[src/sbhs_pkg.sv]
// Shared constants and types for the serial bus handshake channel
package sbhs_pkg;
    // AXI4-Lite widths and answers
    localparam int         AXI_AW      = 8;
    localparam int         AXI_DW      = 32;
    localparam logic [1:0] RESP_OKAY   = 2'h0;
    localparam logic [1:0] RESP_SLVERR = 2'h2;
    // Register byte addresses
    localparam logic [7:0] OFF_MODE    = 8'h00;
    localparam logic [7:0] OFF_BUSCTL  = 8'h04;
    localparam logic [7:0] OFF_INTSPEC = 8'h08;
    localparam logic [7:0] OFF_SHIFT   = 8'h0c;
    localparam logic [7:0] OFF_SVA     = 8'h10;
    localparam logic [7:0] OFF_STAT    = 8'h14;
    // Channel mode register fields
    localparam int MODE_CE    = 7;
    localparam int MODE_WUP   = 5;
    localparam int MODE_MATCH = 4;
    // Bus control register fields
    localparam int BC_BUSY_OUTPUT_ENABLE = 7;
    localparam int BC_ACK_DETECTED = 6;
    localparam int BC_AUTO_ACK_ENABLE = 5;
    localparam int BC_ACK_TRIGGER = 4;
    localparam int BC_COMMAND_DETECTED = 3;
    localparam int BC_RELEASE_DETECTED = 2;
    localparam int BC_COMMAND_TRIGGER = 1;
    localparam int BC_RELEASE_TRIGGER = 0;
    // Interrupt timing spec fields
    localparam int IS_CLD = 6;
    localparam int IS_SIC = 5;
    // Status register fields
    localparam int ST_IRQ  = 0;
    localparam int ST_XFER = 1;
    localparam int ST_BUSY = 2;
    // Reset values
    localparam logic [7:0] RST_INTSPEC = 8'h00;
    localparam logic [7:0] RST_REG8    = 8'h00;
    localparam logic [7:0] RST_SHIFT   = 8'hff;
    // Clock counts within one byte
    localparam logic [3:0] CNT_LAST_BIT = 4'h7;
    localparam logic [3:0] CNT_NINTH    = 4'h8;
    // Transfer sequencer states
    typedef enum logic [1:0] {
        SBHS_IDLE  = 2'b00,
        SBHS_WAIT  = 2'b01,
        SBHS_SHIFT = 2'b10,
        SBHS_DONE  = 2'b11
    } sbhs_state_t;
endpackage

[src/sbhs_channel.sv]
// Serial bus framing, acknowledge and busy handshake with AXI4-Lite registers
//
// The register addresses and register access over AXI4-Lite were chosen for this implementation.
`timescale 1ns/1ps
`default_nettype none
// Behaviour
// Acknowledge enable off: only trigger emits acknowledge
// Enable before completion: acknowledge at 9th fall
// Enable set late: acknowledge at next fall
// Software sets trigger only after byte ends
// Low acknowledge at rising edge sets flag
// Acknowledge flag cleared on start, disable, reset (here at the first clock fall of the next transfer, not at start)
// Busy enable off releases line next fall
// Busy enable on: hold low after acknowledge
// New transfer ends busy, keeps enable
// Data rise with clock high: release
// Data fall with clock high: command
// Byte after release and command is address
// Command-only byte is command, else data
// Acknowledge is one low clock period
// Line released high as ready
// Eight data clocks, then acknowledge and busy
// No wakeup: request flag at 9th rise
// Wakeup: request flag only on address match (with timing bit 5 set, here at every 9th rise and on release)
// Start waits while far side signals busy
// Interrupt timing register resets to zero
// Clock level bit read-only, zero when disabled
// Software writes zero to timing bits 0-3
// Write starts transfer when enabled, clock high
// Shift out MSB on fall, sample on rise
// Lines synchronised before edge detection
module sbhs_channel (
    // Clock and reset
    input  wire logic                        aclk,
    input  wire logic                        aresetn,
    // AXI4-Lite write address and data
    input  wire logic [sbhs_pkg::AXI_AW-1:0] s_axi_awaddr,
    input  wire logic                        s_axi_awvalid,
    output logic                             s_axi_awready,
    input  wire logic [sbhs_pkg::AXI_DW-1:0] s_axi_wdata,
    input  wire logic [3:0]                  s_axi_wstrb,
    input  wire logic                        s_axi_wvalid,
    output logic                             s_axi_wready,
    // AXI4-Lite write response
    output logic      [1:0]                  s_axi_bresp,
    output logic                             s_axi_bvalid,
    input  wire logic                        s_axi_bready,
    // AXI4-Lite read
    input  wire logic [sbhs_pkg::AXI_AW-1:0] s_axi_araddr,
    input  wire logic                        s_axi_arvalid,
    output logic                             s_axi_arready,
    output logic      [sbhs_pkg::AXI_DW-1:0] s_axi_rdata,
    output logic      [1:0]                  s_axi_rresp,
    output logic                             s_axi_rvalid,
    input  wire logic                        s_axi_rready,
    // Serial bus pins
    input  wire logic                        serial_clock_line,
    input  wire logic                        serial_data_line_a_in,
    output logic                             serial_data_line_a_out,
    output logic                             serial_data_line_a_oe,
    // Channel request flag
    output logic                             channel_irq_flag
);
    import sbhs_pkg::*;

    logic [AXI_AW-1:0] aw_addr;
    logic [7:0]        w_data, slave_address, shift_register;
    logic              w_lane0, channel_enable, wakeup_option, busy_output_enable;
    logic              auto_ack_enable, release_detected, command_detected, ack_detected;
    logic              so_latch, ack_pend, ack_on, ack_done, busy_on, byte_is_addr, addr_match;
    logic [5:0]        int_spec;
    logic [3:0]        cnt;
    sbhs_state_t       state;
    logic [1:0]        lines_q, lines_p;

    // Bus line synchroniser, bit 1 clock and bit 0 data
    sbhs_sync #(.W(2)) u_sync (
        .aclk    (aclk),
        .aresetn (aresetn),
        .d       ({serial_clock_line, serial_data_line_a_in}),
        .q       (lines_q),
        .q_prev  (lines_p)
    );

    // Edges of the synchronised lines
    logic scl_q, sda_q, scl_rise, scl_fall, rel_evt, cmd_evt;
    assign scl_q    = lines_q[1];
    assign sda_q    = lines_q[0];
    assign scl_rise = lines_q[1] & ~lines_p[1];
    assign scl_fall = ~lines_q[1] & lines_p[1];
    assign rel_evt  = scl_q & lines_p[1] & sda_q & ~lines_p[0];
    assign cmd_evt  = scl_q & lines_p[1] & ~sda_q & lines_p[0];

    // Write decode: both channels held and no response pending
    logic wr_go, wr_mode, wr_busctl, wr_intspec, wr_shift, wr_sva, wr_stat, wr_known;
    assign wr_go      = ~s_axi_awready & ~s_axi_wready & ~s_axi_bvalid & w_lane0;
    assign wr_mode    = wr_go & (aw_addr == OFF_MODE);
    assign wr_busctl  = wr_go & (aw_addr == OFF_BUSCTL);
    assign wr_intspec = wr_go & (aw_addr == OFF_INTSPEC);
    assign wr_shift   = wr_go & (aw_addr == OFF_SHIFT);
    assign wr_sva     = wr_go & (aw_addr == OFF_SVA);
    assign wr_stat    = wr_go & (aw_addr == OFF_STAT);
    assign wr_known   = (aw_addr == OFF_MODE) | (aw_addr == OFF_BUSCTL) |
                        (aw_addr == OFF_INTSPEC) | (aw_addr == OFF_SHIFT) |
                        (aw_addr == OFF_SVA) | (aw_addr == OFF_STAT);

    // Self-clearing triggers and transfer start
    logic rel_trig, cmd_trig, ack_trig, auto_ack_enable_rise, start_req, idle_st, wup_eff, irq_set;
    assign rel_trig  = wr_busctl & w_data[BC_RELEASE_TRIGGER];
    assign cmd_trig  = wr_busctl & w_data[BC_COMMAND_TRIGGER];
    assign ack_trig  = wr_busctl & w_data[BC_ACK_TRIGGER];
    assign auto_ack_enable_rise = wr_busctl & w_data[BC_AUTO_ACK_ENABLE] & ~auto_ack_enable;
    assign idle_st   = (state == SBHS_IDLE) | (state == SBHS_DONE);
    assign start_req = wr_shift & channel_enable & idle_st;
    assign wup_eff   = wakeup_option & ~int_spec[IS_SIC];
    assign irq_set   = ((state == SBHS_DONE) & scl_rise & (cnt == CNT_NINTH) &
                        (~wup_eff | (byte_is_addr & addr_match))) |
                       (int_spec[IS_SIC] & rel_evt);

    // AXI write channels, taken in either order, answered after both
    always_ff @(posedge aclk) begin
        if (!aresetn) begin
            s_axi_awready <= 1'b1;
            s_axi_wready  <= 1'b1;
            s_axi_bvalid  <= 1'b0;
            s_axi_bresp   <= RESP_OKAY;
            aw_addr       <= '0;
            w_data        <= '0;
            w_lane0       <= 1'b0;
        end else begin
            if (s_axi_awvalid && s_axi_awready) begin
                aw_addr       <= s_axi_awaddr;
                s_axi_awready <= 1'b0;
            end
            if (s_axi_wvalid && s_axi_wready) begin
                w_data       <= s_axi_wdata[7:0];
                w_lane0      <= s_axi_wstrb[0]; // Only lane 0 carries register bits
                s_axi_wready <= 1'b0;
            end
            if (!s_axi_awready && !s_axi_wready && !s_axi_bvalid) begin
                s_axi_bvalid <= 1'b1;
                s_axi_bresp  <= wr_known ? RESP_OKAY : RESP_SLVERR;
                w_lane0      <= 1'b0;
            end
            if (s_axi_bvalid && s_axi_bready) begin
                s_axi_bvalid  <= 1'b0;
                s_axi_awready <= 1'b1;
                s_axi_wready  <= 1'b1;
            end
        end
    end

    // Software-owned control registers
    always_ff @(posedge aclk) begin
        if (!aresetn) begin
            channel_enable     <= 1'b0;
            wakeup_option      <= 1'b0;
            busy_output_enable <= 1'b0;
            auto_ack_enable    <= 1'b0;
            int_spec           <= RST_INTSPEC[5:0];
            slave_address      <= RST_REG8;
        end else begin
            if (wr_mode) begin
                channel_enable <= w_data[MODE_CE];
                wakeup_option  <= w_data[MODE_WUP];
            end
            if (wr_busctl) begin
                busy_output_enable <= w_data[BC_BUSY_OUTPUT_ENABLE];
                auto_ack_enable    <= w_data[BC_AUTO_ACK_ENABLE];
            end
            if (wr_intspec) begin
                int_spec <= w_data[5:0];
            end
            if (wr_sva) begin
                slave_address <= w_data;
            end
        end
    end

    // Read data mux
    logic [7:0] rd_byte;
    logic       rd_known;
    always_comb begin
        rd_byte  = 8'h00;
        rd_known = 1'b1;
        case (s_axi_araddr)
            OFF_MODE:    rd_byte = {channel_enable, 1'b0, wakeup_option, addr_match, 4'h0};
            OFF_BUSCTL:  rd_byte = {busy_output_enable, ack_detected, auto_ack_enable,
                                    1'b0, command_detected, release_detected, 2'h0};
            OFF_INTSPEC: rd_byte = {1'b0, channel_enable & scl_q, int_spec};
            OFF_SHIFT:   rd_byte = shift_register;
            OFF_SVA:     rd_byte = slave_address;
            OFF_STAT:    rd_byte = {5'h00, busy_on, ~idle_st, channel_irq_flag};
            default:     rd_known = 1'b0;
        endcase
    end

    // AXI read channel, one outstanding read
    always_ff @(posedge aclk) begin
        if (!aresetn) begin
            s_axi_arready <= 1'b1;
            s_axi_rvalid  <= 1'b0;
            s_axi_rdata   <= '0;
            s_axi_rresp   <= RESP_OKAY;
        end else if (s_axi_arvalid && s_axi_arready) begin
            s_axi_arready <= 1'b0;
            s_axi_rvalid  <= 1'b1;
            s_axi_rdata   <= {24'h000000, rd_byte};
            s_axi_rresp   <= rd_known ? RESP_OKAY : RESP_SLVERR;
        end else if (s_axi_rvalid && s_axi_rready) begin
            s_axi_rvalid  <= 1'b0;
            s_axi_arready <= 1'b1;
        end
    end

    // Transfer sequencer and output latch
    always_ff @(posedge aclk) begin
        if (!aresetn || !channel_enable) begin
            state    <= SBHS_IDLE;
            cnt      <= 4'h0;
            so_latch <= 1'b1;
        end else begin
            case (state)
                SBHS_IDLE, SBHS_DONE: begin
                    if (start_req) begin
                        state <= SBHS_WAIT;
                    end else if (rel_trig) begin
                        so_latch <= 1'b1;
                    end else if (cmd_trig) begin
                        so_latch <= 1'b0;
                    end else if (state == SBHS_DONE && scl_fall) begin
                        so_latch <= 1'b1;
                    end
                    if (state == SBHS_DONE && scl_rise && cnt == CNT_NINTH) begin
                        cnt <= cnt + 4'h1;
                    end
                end
                SBHS_WAIT: begin
                    // Own drive is ignored; only the far side's busy holds us
                    if (scl_q && (sda_q || serial_data_line_a_oe)) begin
                        state    <= SBHS_SHIFT;
                        so_latch <= shift_register[7];
                        cnt      <= 4'h0;
                    end
                end
                SBHS_SHIFT: begin
                    if (scl_rise) begin
                        cnt <= cnt + 4'h1;
                        if (cnt == CNT_LAST_BIT) begin
                            state <= SBHS_DONE;
                        end
                    end else if (scl_fall && cnt != 4'h0) begin
                        so_latch <= shift_register[7];
                    end
                end
                default: state <= SBHS_IDLE;
            endcase
        end
    end

    // Shift register, byte kind and address compare
    always_ff @(posedge aclk) begin
        if (!aresetn) begin
            shift_register <= RST_SHIFT;
            byte_is_addr   <= 1'b0;
            addr_match     <= 1'b0;
        end else if (start_req) begin
            shift_register <= w_data;
            byte_is_addr   <= release_detected & command_detected;
        end else if (state == SBHS_SHIFT && scl_rise) begin
            shift_register <= {shift_register[6:0], sda_q};
            if (cnt == CNT_LAST_BIT) begin
                addr_match <= ({shift_register[6:0], sda_q} == slave_address);
                // A slave sees release and command only after its own start
                byte_is_addr <= byte_is_addr | (release_detected & command_detected);
            end
        end
    end

    // Acknowledge and busy signalling
    always_ff @(posedge aclk) begin
        if (!aresetn || !channel_enable) begin
            ack_pend <= 1'b0;
            ack_on   <= 1'b0;
            ack_done <= 1'b0;
            busy_on  <= 1'b0;
        end else if (start_req) begin
            busy_on  <= 1'b0;
            ack_pend <= 1'b0;
            ack_on   <= 1'b0;
            ack_done <= 1'b0;
        end else begin
            if (scl_fall) begin
                if (ack_pend) begin
                    ack_on   <= 1'b1;
                    ack_pend <= 1'b0;
                    ack_done <= 1'b1;
                end else if (ack_on) begin
                    ack_on  <= 1'b0;
                    busy_on <= busy_output_enable;
                end else if (!busy_output_enable) begin
                    busy_on <= 1'b0;
                end
            end
            if (state == SBHS_SHIFT && scl_rise && cnt == CNT_LAST_BIT && auto_ack_enable) begin
                ack_pend <= 1'b1;
            end else if (state == SBHS_DONE && !ack_done && !ack_pend && !ack_on &&
                         (ack_trig || auto_ack_enable_rise)) begin
                ack_pend <= 1'b1;
            end
        end
    end

    // Detection flags and channel request flag, set wins over clear
    always_ff @(posedge aclk) begin
        if (!aresetn || !channel_enable) begin
            release_detected <= 1'b0;
            command_detected <= 1'b0;
            ack_detected     <= 1'b0;
            channel_irq_flag <= 1'b0;
        end else begin
            if (rel_evt) begin
                release_detected <= 1'b1;
            end else if (start_req) begin
                release_detected <= 1'b0;
            end
            if (cmd_evt) begin
                command_detected <= 1'b1;
            end else if (rel_evt || start_req) begin
                command_detected <= 1'b0;
            end
            if (state == SBHS_DONE && scl_rise && !sda_q) begin
                ack_detected <= 1'b1;
            end else if (state == SBHS_SHIFT && scl_fall && cnt == 4'h0) begin
                ack_detected <= 1'b0;
            end
            if (irq_set) begin
                channel_irq_flag <= 1'b1;
            end else if (wr_stat && w_data[ST_IRQ]) begin
                channel_irq_flag <= 1'b0;
            end
        end
    end

    // Open-drain data pin: only ever pulls low
    always_ff @(posedge aclk) begin
        if (!aresetn) begin
            serial_data_line_a_out <= 1'b0;
            serial_data_line_a_oe  <= 1'b0;
        end else begin
            serial_data_line_a_out <= 1'b0;
            serial_data_line_a_oe  <= channel_enable & (ack_on | busy_on |
                                      (~so_latch & ~wakeup_option));
        end
    end
endmodule
`default_nettype wire

[src/sbhs_sync.sv]
// Two-flop synchroniser with a third stage for edge detection
`timescale 1ns/1ps
`default_nettype none
module sbhs_sync #(
    parameter int W = 2
) (
    // Clock and reset
    input  wire logic         aclk,
    input  wire logic         aresetn,
    // Asynchronous levels in
    input  wire logic [W-1:0] d,
    // Synchronised level and its previous sample
    output logic      [W-1:0] q,
    output logic      [W-1:0] q_prev
);
    logic [W-1:0] meta;

    // Idle bus level is high for both lines
    always_ff @(posedge aclk) begin
        if (!aresetn) begin
            meta   <= '1;
            q      <= '1;
            q_prev <= '1;
        end else begin
            meta   <= d;
            q      <= meta;
            q_prev <= q;
        end
    end
endmodule
`default_nettype wire

[config.mk]
export PLATFORM = sky130hd
export DESIGN_NAME = sbhs_channel
export DESIGN_NICKNAME = d
export VERILOG_FILES = /design/src/sbhs_pkg.sv /design/src/sbhs_channel.sv /design/src/sbhs_sync.sv
export SDC_FILE = /design/constraint.sdc
export NUM_CORES = 1
export LEC_CHECK = 0
export ABC_AREA = 1
export BUFFER_PORTS_ARGS = -buffer_cell sky130_fd_sc_hd__buf_2
export CORE_MARGIN = 10
export CORE_UTILIZATION = 57
export CTS_CLUSTER_SIZE = 10
export DETAILED_ROUTE_END_ITERATION = 8
export GPL_ROUTABILITY_DRIVEN = 0
export PLACE_DENSITY = 0.85
export SYNTH_ARGS = -nofsm -noshare
export SYNTH_HDL_FRONTEND = slang
export SYNTH_SLANG_ARGS = --single-unit
[constraint.sdc]
create_clock -name aclk -period 4.2 [get_ports aclk]
set_input_delay 0.21 -clock aclk [delete_from_list [all_inputs] [get_ports aclk]]
set_output_delay 0.21 -clock aclk [all_outputs]
set_load 0.01 [all_outputs]
==> results of run 1 <==
Yosys cell counts, drive strengths merged (2+ instances only):
library cell	instances
nand2	110
dfxtp	82
nand3	64
inv	60
a21oi	57
o21ai	57
nor2	44
buf	34
nand4	15
clkbuf	9
nor3	9
xnor2	8
ha	7
or2	6
nand3b	2
nor3b	2
area by class of cell:
type / instances / area share
Clock inverter: 5 / 0.0280
Inverter: 60 / 0.0495
Timing Repair Buffer: 50 / 0.0550
Tap cell: 96 / 0.0264
Sequential cell: 82 / 0.361
Clock buffer: 10 / 0.0280
Multi-Input combinational cell: 413 / 0.453
registers in the layout (all words and copies together), names as in the netlist, 2 cells and up:
name / flops
aw_addr: 8
s_axi_rdata: 8
shift_register: 8
slave_address: 8
w_data: 8
int_spec: 6
cnt: 4
state: 2
u_sync.meta: 2
u_sync.q: 2
u_sync.q_prev: 2
cells by family (layout without fill, tap and decap cells):
group           Yosys count  count (layout)  share of synthesized area
xor+xnor                  9               9                     0.0192
fa+ha+maj                 7               7                     0.0213
flops                    82              82                      0.399
other cells               1              27                   0.000912
buf+inv                 103             125                      0.124
compound gates          117             117                      0.146
simple gates            253             253                      0.290
metal layers:
| layer | vias up | wire, µm |
|---|---|---|
| li1 | 1927 | - |
| met1 | 1753 | 4370 |
| met2 | 241 | 4540 |
| met3 | 25 | 1110 |
| met4 | 0 | 238 |
| met5 | - | 0 |
stage by stage:
step / utilization / cells / setup slack (ns)
final: 0.659 / 716 / 2.33
after global routing: 0.659 / 716 / 2.18
after CTS: 0.659 / 716 / 2.36
after detailed placement: 0.622 / 701 / 2.26
after global placement: 0.622 / 701 / 2.35
after floorplan: - / 598 / 2.71
power by group:
group          switching, mW  internal, mW  total (mW)  leakage [nW]
sequential            0.0173         0.799       0.816         0.667
combinational         0.0909        0.0396       0.131          1.18
clock                  0.288         0.452       0.739         0.123
total                  0.396          1.29        1.69          1.97
how the worst max path moves through the flow:
stage	from	to	slack [ns]	cells after the start
after global routing	state[0]	shift_register[7]	2.18	6
final	state[0]	shift_register[3]	2.33	6
after detailed placement	aresetn	s_axi_bvalid	2.26	4
after CTS	state[0]	shift_register[3]	2.36	6
after global placement	aresetn	s_axi_bvalid	2.35	4
after floorplan	state[0]	shift_register[1]	2.71	7
critical path, stage by stage, from the launching register on:
cell and delay (ns):
dfxtp_1 0.38, inv_1 0.10, ha_1 0.40, inv_1 0.21, nand3_2 0.29, o21ai_1 0.25, nand3_1 0.10
==> results.yml, run 1 <==
clock_network:
  cts_setup_buffers: 0
  cts_root_buf: "clkbuf_8"
  h-tree-depth: 3
  clkTransAtPathRegs_ns: 0.08
  clock_latency_ns: 0.37
  clockBufferDepth: 2
  cts_sinks: 82
  cts_buffers: 9
  cts_tree: "yes"
  ctsResizeCount: 0
  cts_hold_buf: 0
pwr:
  powerDensity_mw_per_mm2: 370
  finalPower_mw: 1.69
  leakage_nw: 1.97
  peakVddDrop_uv: 326
timing:
  hold-worst-slack_ns: 0.0325
  tightest_slew_ns: 0.764
  rsz0062_at_grt: "false"
  period_share: 0.444
  finalSetupTns_ns: 0
  skew_ns: 0.0119
  max_freq_mhz: 536
  setup_viol_count_final: 0
  slew_headroom: 0.489
  hold_viol_final: 0
  min_period_ns: 1.87
  slew_violations: 0
worst_setup_path:
  r2r-end: "shift_register[3]"
  arrival_ns: 2.09
  worst-setup-path-type: "reg -> reg"
  start_kind: "flip-flop"
  rr_worst_depth: 6
  reg2reg_from: "state[0]"
  crit_required_ns: 4.42
  reg2reg_setup_slack_ns: 2.33
  cp-end-kind: "flip-flop"
  cp_max_fo: 14
placement:
  placed_cell_area_mm2: 0.00430
  place_hpwl_mm: 7.42
  port_buffers: 50
synthesis:
  avgSynthCellArea_um2: 7.19
  synthTopCellsByArea: "dfxtp_1 (40%), nand2_1 (9.9%), nand3_1 (7.4%), a21oi_1 (6.9%), o21ai_0 (5.8%)"
  syn_inst: 572
  synth-edff-count: 0
  ys_seq_elements: 82
  yosysTopAreaCell: "dfxtp_1"
  synth_ff_type: "dfxtp_1"
  seq_area_frac_synth: 0.399
  async_reset_ff_frac: 0
  synthDistinctLibCells: 36
  synth_top_area_share: 0.399
  synth_area_mm2: 0.00411
  yosysWarnings: 0
final_layout:
  antenna_cells: 0
  final_common_cell: "nand2_1"
  area_growth_pct: 10.7
  drive_gt1_frac: 0.145
  final_cell_area_mm2: 0.00455
  register_area_mm2: 0.00164
  final_cell_mix: "nand2_1 (108), dfxtp_1 (82), nand3_1 (61), a21oi_1 (57), inv_1 (56)"
  fin_nets: 684
  multi_input_area_mm2: 0.00206
  fillers: 593
drt:
  drt_iter0_drc: 425
  routedWlPerCell_um: 14.3
  ant_nets: 0
  vias: 3946
  routed_wl_mm: 10.3
  drt_pass1_iterations: 5
  drc: 0
  vias_per_cell: 5.51
floorplan:
  die_w_um: 105
  initial_utilization: 0.596
  core-area_mm2: 0.00691
  pin_count: 105
  row_count: 30
  die-area_mm2: 0.0110
  die-height_um: 105
global_routing:
  overflow: 0
  grt_busiest_layer: "met2"
  grt_max_degree: 49
  antenna_found_initial: 0
  track_usage: 0.185
  use_met2: 0.298
  use_met3: 0.0719
  grt_pass1_wl_mm: 17.2
  grt_pass1_vias: 3764
  use_met1: 0.215
worst_hold_path:
  min_to: "u_sync.meta[0]"
  hold_path_depth: 2
  min_from: "serial_data_line_a_in"
  hold_path.class: "in -> reg"
run:
  cap_viol_max_count: 0
status:
  status: "complete, no violations"
(Power assumes the default switching activity.)
==> run 2, diff against run 1 <==
--- a/config.mk
+++ b/config.mk
@@ -8,11 +8,11 @@
 export ABC_AREA = 1
 export BUFFER_PORTS_ARGS = -buffer_cell sky130_fd_sc_hd__buf_2
 export CORE_MARGIN = 10
-export CORE_UTILIZATION = 57
+export CORE_UTILIZATION = 53
 export CTS_CLUSTER_SIZE = 10
 export DETAILED_ROUTE_END_ITERATION = 8
 export GPL_ROUTABILITY_DRIVEN = 0
-export PLACE_DENSITY = 0.85
+export PLACE_DENSITY = 0.8
 export SYNTH_ARGS = -nofsm -noshare
 export SYNTH_HDL_FRONTEND = slang
 export SYNTH_SLANG_ARGS = --single-unit
==> constraint.sdc (replaced) <==
create_clock -name aclk -period 1.9 [get_ports aclk]
set_input_delay 0.095 -clock aclk [delete_from_list [all_inputs] [get_ports aclk]]
set_output_delay 0.095 -clock aclk [all_outputs]
set_load 0.01 [all_outputs]
==> results.yml, run 2 (same netlist as run 1, synthesis figures left out) <==
timing:
  hold-worst-slack_ns: -0.000347
  hold_viol_final: 1
  slew_headroom: 0.577
  tightest_slew_ns: 0.634
  setup_viol_count_final: 0
  skew_ns: 0.00752
  max_freq_mhz: 574
  finalSetupTns_ns: 0
  slew_violations: 0
  min_period_ns: 1.74
  period_share: 0.917
  rsz0062_at_grt: "false"
worst_hold_path:
  min_from: "s_axi_awaddr[6]"
  min_to: "aw_addr[6]"
  hold_path_depth: 3
  hold_path.class: "in -> reg"
worst_setup_path:
  critPathMaxStageDelay_ns: 0.39
  reg2reg_setup_slack_ns: 0.16
  worst-setup-path-type: "reg -> reg"
  crit_buf_inv: 3
  startpoint: "state[0]"
  r2r-end: "shift_register[2]"
  start_kind: "flip-flop"
  rr_worst_depth: 8
  cp_max_fo: 9
  reg2reg_from: "state[0]"
  crit_chain: "inv_1 -> ha_1 -> inv_2 -> nand3_2 -> nand2_1 -> inv_2 -> nand2_1 -> nand3_1"
  arrival_ns: 1.98
  slowest_stage: "dfxtp_1"
  cp-end-kind: "flip-flop"
  crit_family: "simple AND/OR/NAND/NOR gates"
  crit_required_ns: 2.13
floorplan:
  initial_utilization: 0.538
  row_count: 32
  core-area_mm2: 0.00765
  pin_count: 105
  die-height_um: 108
  die-area_mm2: 0.0117
  die_w_um: 108
placement:
  place_hpwl_mm: 7.52
  port_buffers: 50
  placed_cell_area_mm2: 0.00434
clock_network:
  clkTransAtPathRegs_ns: 0.08
  cts_root_buf: "clkbuf_8"
  clockBufferDepth: 2
  cts_sinks: 82
  cts_buffers: 9
  h-tree-depth: 3
  clock_latency_ns: 0.36
  cts_tree: "yes"
drt:
  ant_nets: 0
  routed_wl_mm: 10.0
  drt_iter0_drc: 279
  vias_per_cell: 5.15
  drt_pass1_iterations: 5
  drc: 0
  routedWlPerCell_um: 13.6
  vias: 3776
final_layout:
  final_cell_area_mm2: 0.00459
  drive_gt1_frac: 0.151
  area_growth_pct: 11.6
  antenna_cells: 0
  final_common_cell: "nand2_1"
  final_cell_mix: "nand2_1 (108), dfxtp_1 (82), nand3_1 (61), a21oi_1 (57), inv_1 (55)"
  fin_nets: 694
global_routing:
  overflow: 0
  antenna_found_initial: 0
  grt_max_degree: 34
  grt_pass1_vias: 3499
  grt_pass1_wl_mm: 16.4
  track_usage: 0.171
status:
  status: "complete, but fails checks"
  violations: "negative hold slack"
pwr:
  leakage_nw: 1.98
  finalPower_mw: 3.33
  powerDensity_mw_per_mm2: 726
  peakVddDrop_uv: 377
run:
  cap_viol_max_count: 0
## run 2: cell count changes in the layout (fill, tap and decap cells not counted), sizes merged
cell / delta
buf: +4
clkinvlp: +1
clkbuf: +1
bufinv: -3
dlygate4sd3: +6
clkinv: +2
## run 2: per-stage QoR
step	utilization	instances	worst slack [ns]
global route	0.600	733	0.0277
finish	0.600	733	0.158
global placement	0.567	711	0.208
detailed placement	0.567	711	0.142
CTS	0.599	733	0.130
floorplan	-	598	0.413
## run 2: routing by layer
metal / global-route usage / up-vias / part of all wire
li1: - / 1935 / -
met1: 0.210 / 1674 / 0.43
met2: 0.276 / 150 / 0.45
met3: 0.0565 / 17 / 0.10
met4: 0.0534 / 0 / 0.014
met5: 0 / - / 0
## run 2: report_power, final
part | leakage (nW) | switching [mW] | internal [mW]
logic | 1.23 | 0.204 | 0.0975
registers | 0.667 | 0.0385 | 1.77
clock network | 0.0893 | 0.625 | 0.604
total | 1.98 | 0.868 | 2.47
## run 2: layout make-up
cell class,count,area (µm²)
flip-flops and latches,82,1640
clock inverters,5,55.1
clock buffers,11,131
inverters,60,225
well taps,102,128
fillers,721,3060
repair buffers,60,340
multi-input cells,413,2070
## run 2: worst min-delay path, cell delays in order
cell and delay [ns]:
buf_2 0.07, o21ai_0 0.07, nor2_1 0.08
## run 2: worst max path at each step
stage                        end  slack (ns)  cells past startpoint
3_5_place_dp   shift_register[6]        0.14                      6
5_1_grt        shift_register[4]        0.03                      8
4_1_cts        shift_register[6]        0.13                      6
6_report       shift_register[2]        0.16                      8
2_1_floorplan  shift_register[1]        0.41                      7
3_3_place_gp   shift_register[1]        0.21                      8
## run 2: what timing repair did
item,4_1_cts,5_1_grt
setup buffers,0,0
hold buffers,6,0
resized for setup,0,2
setup endpoints to repair,0,5
endpoints found under the hold margin,7,0
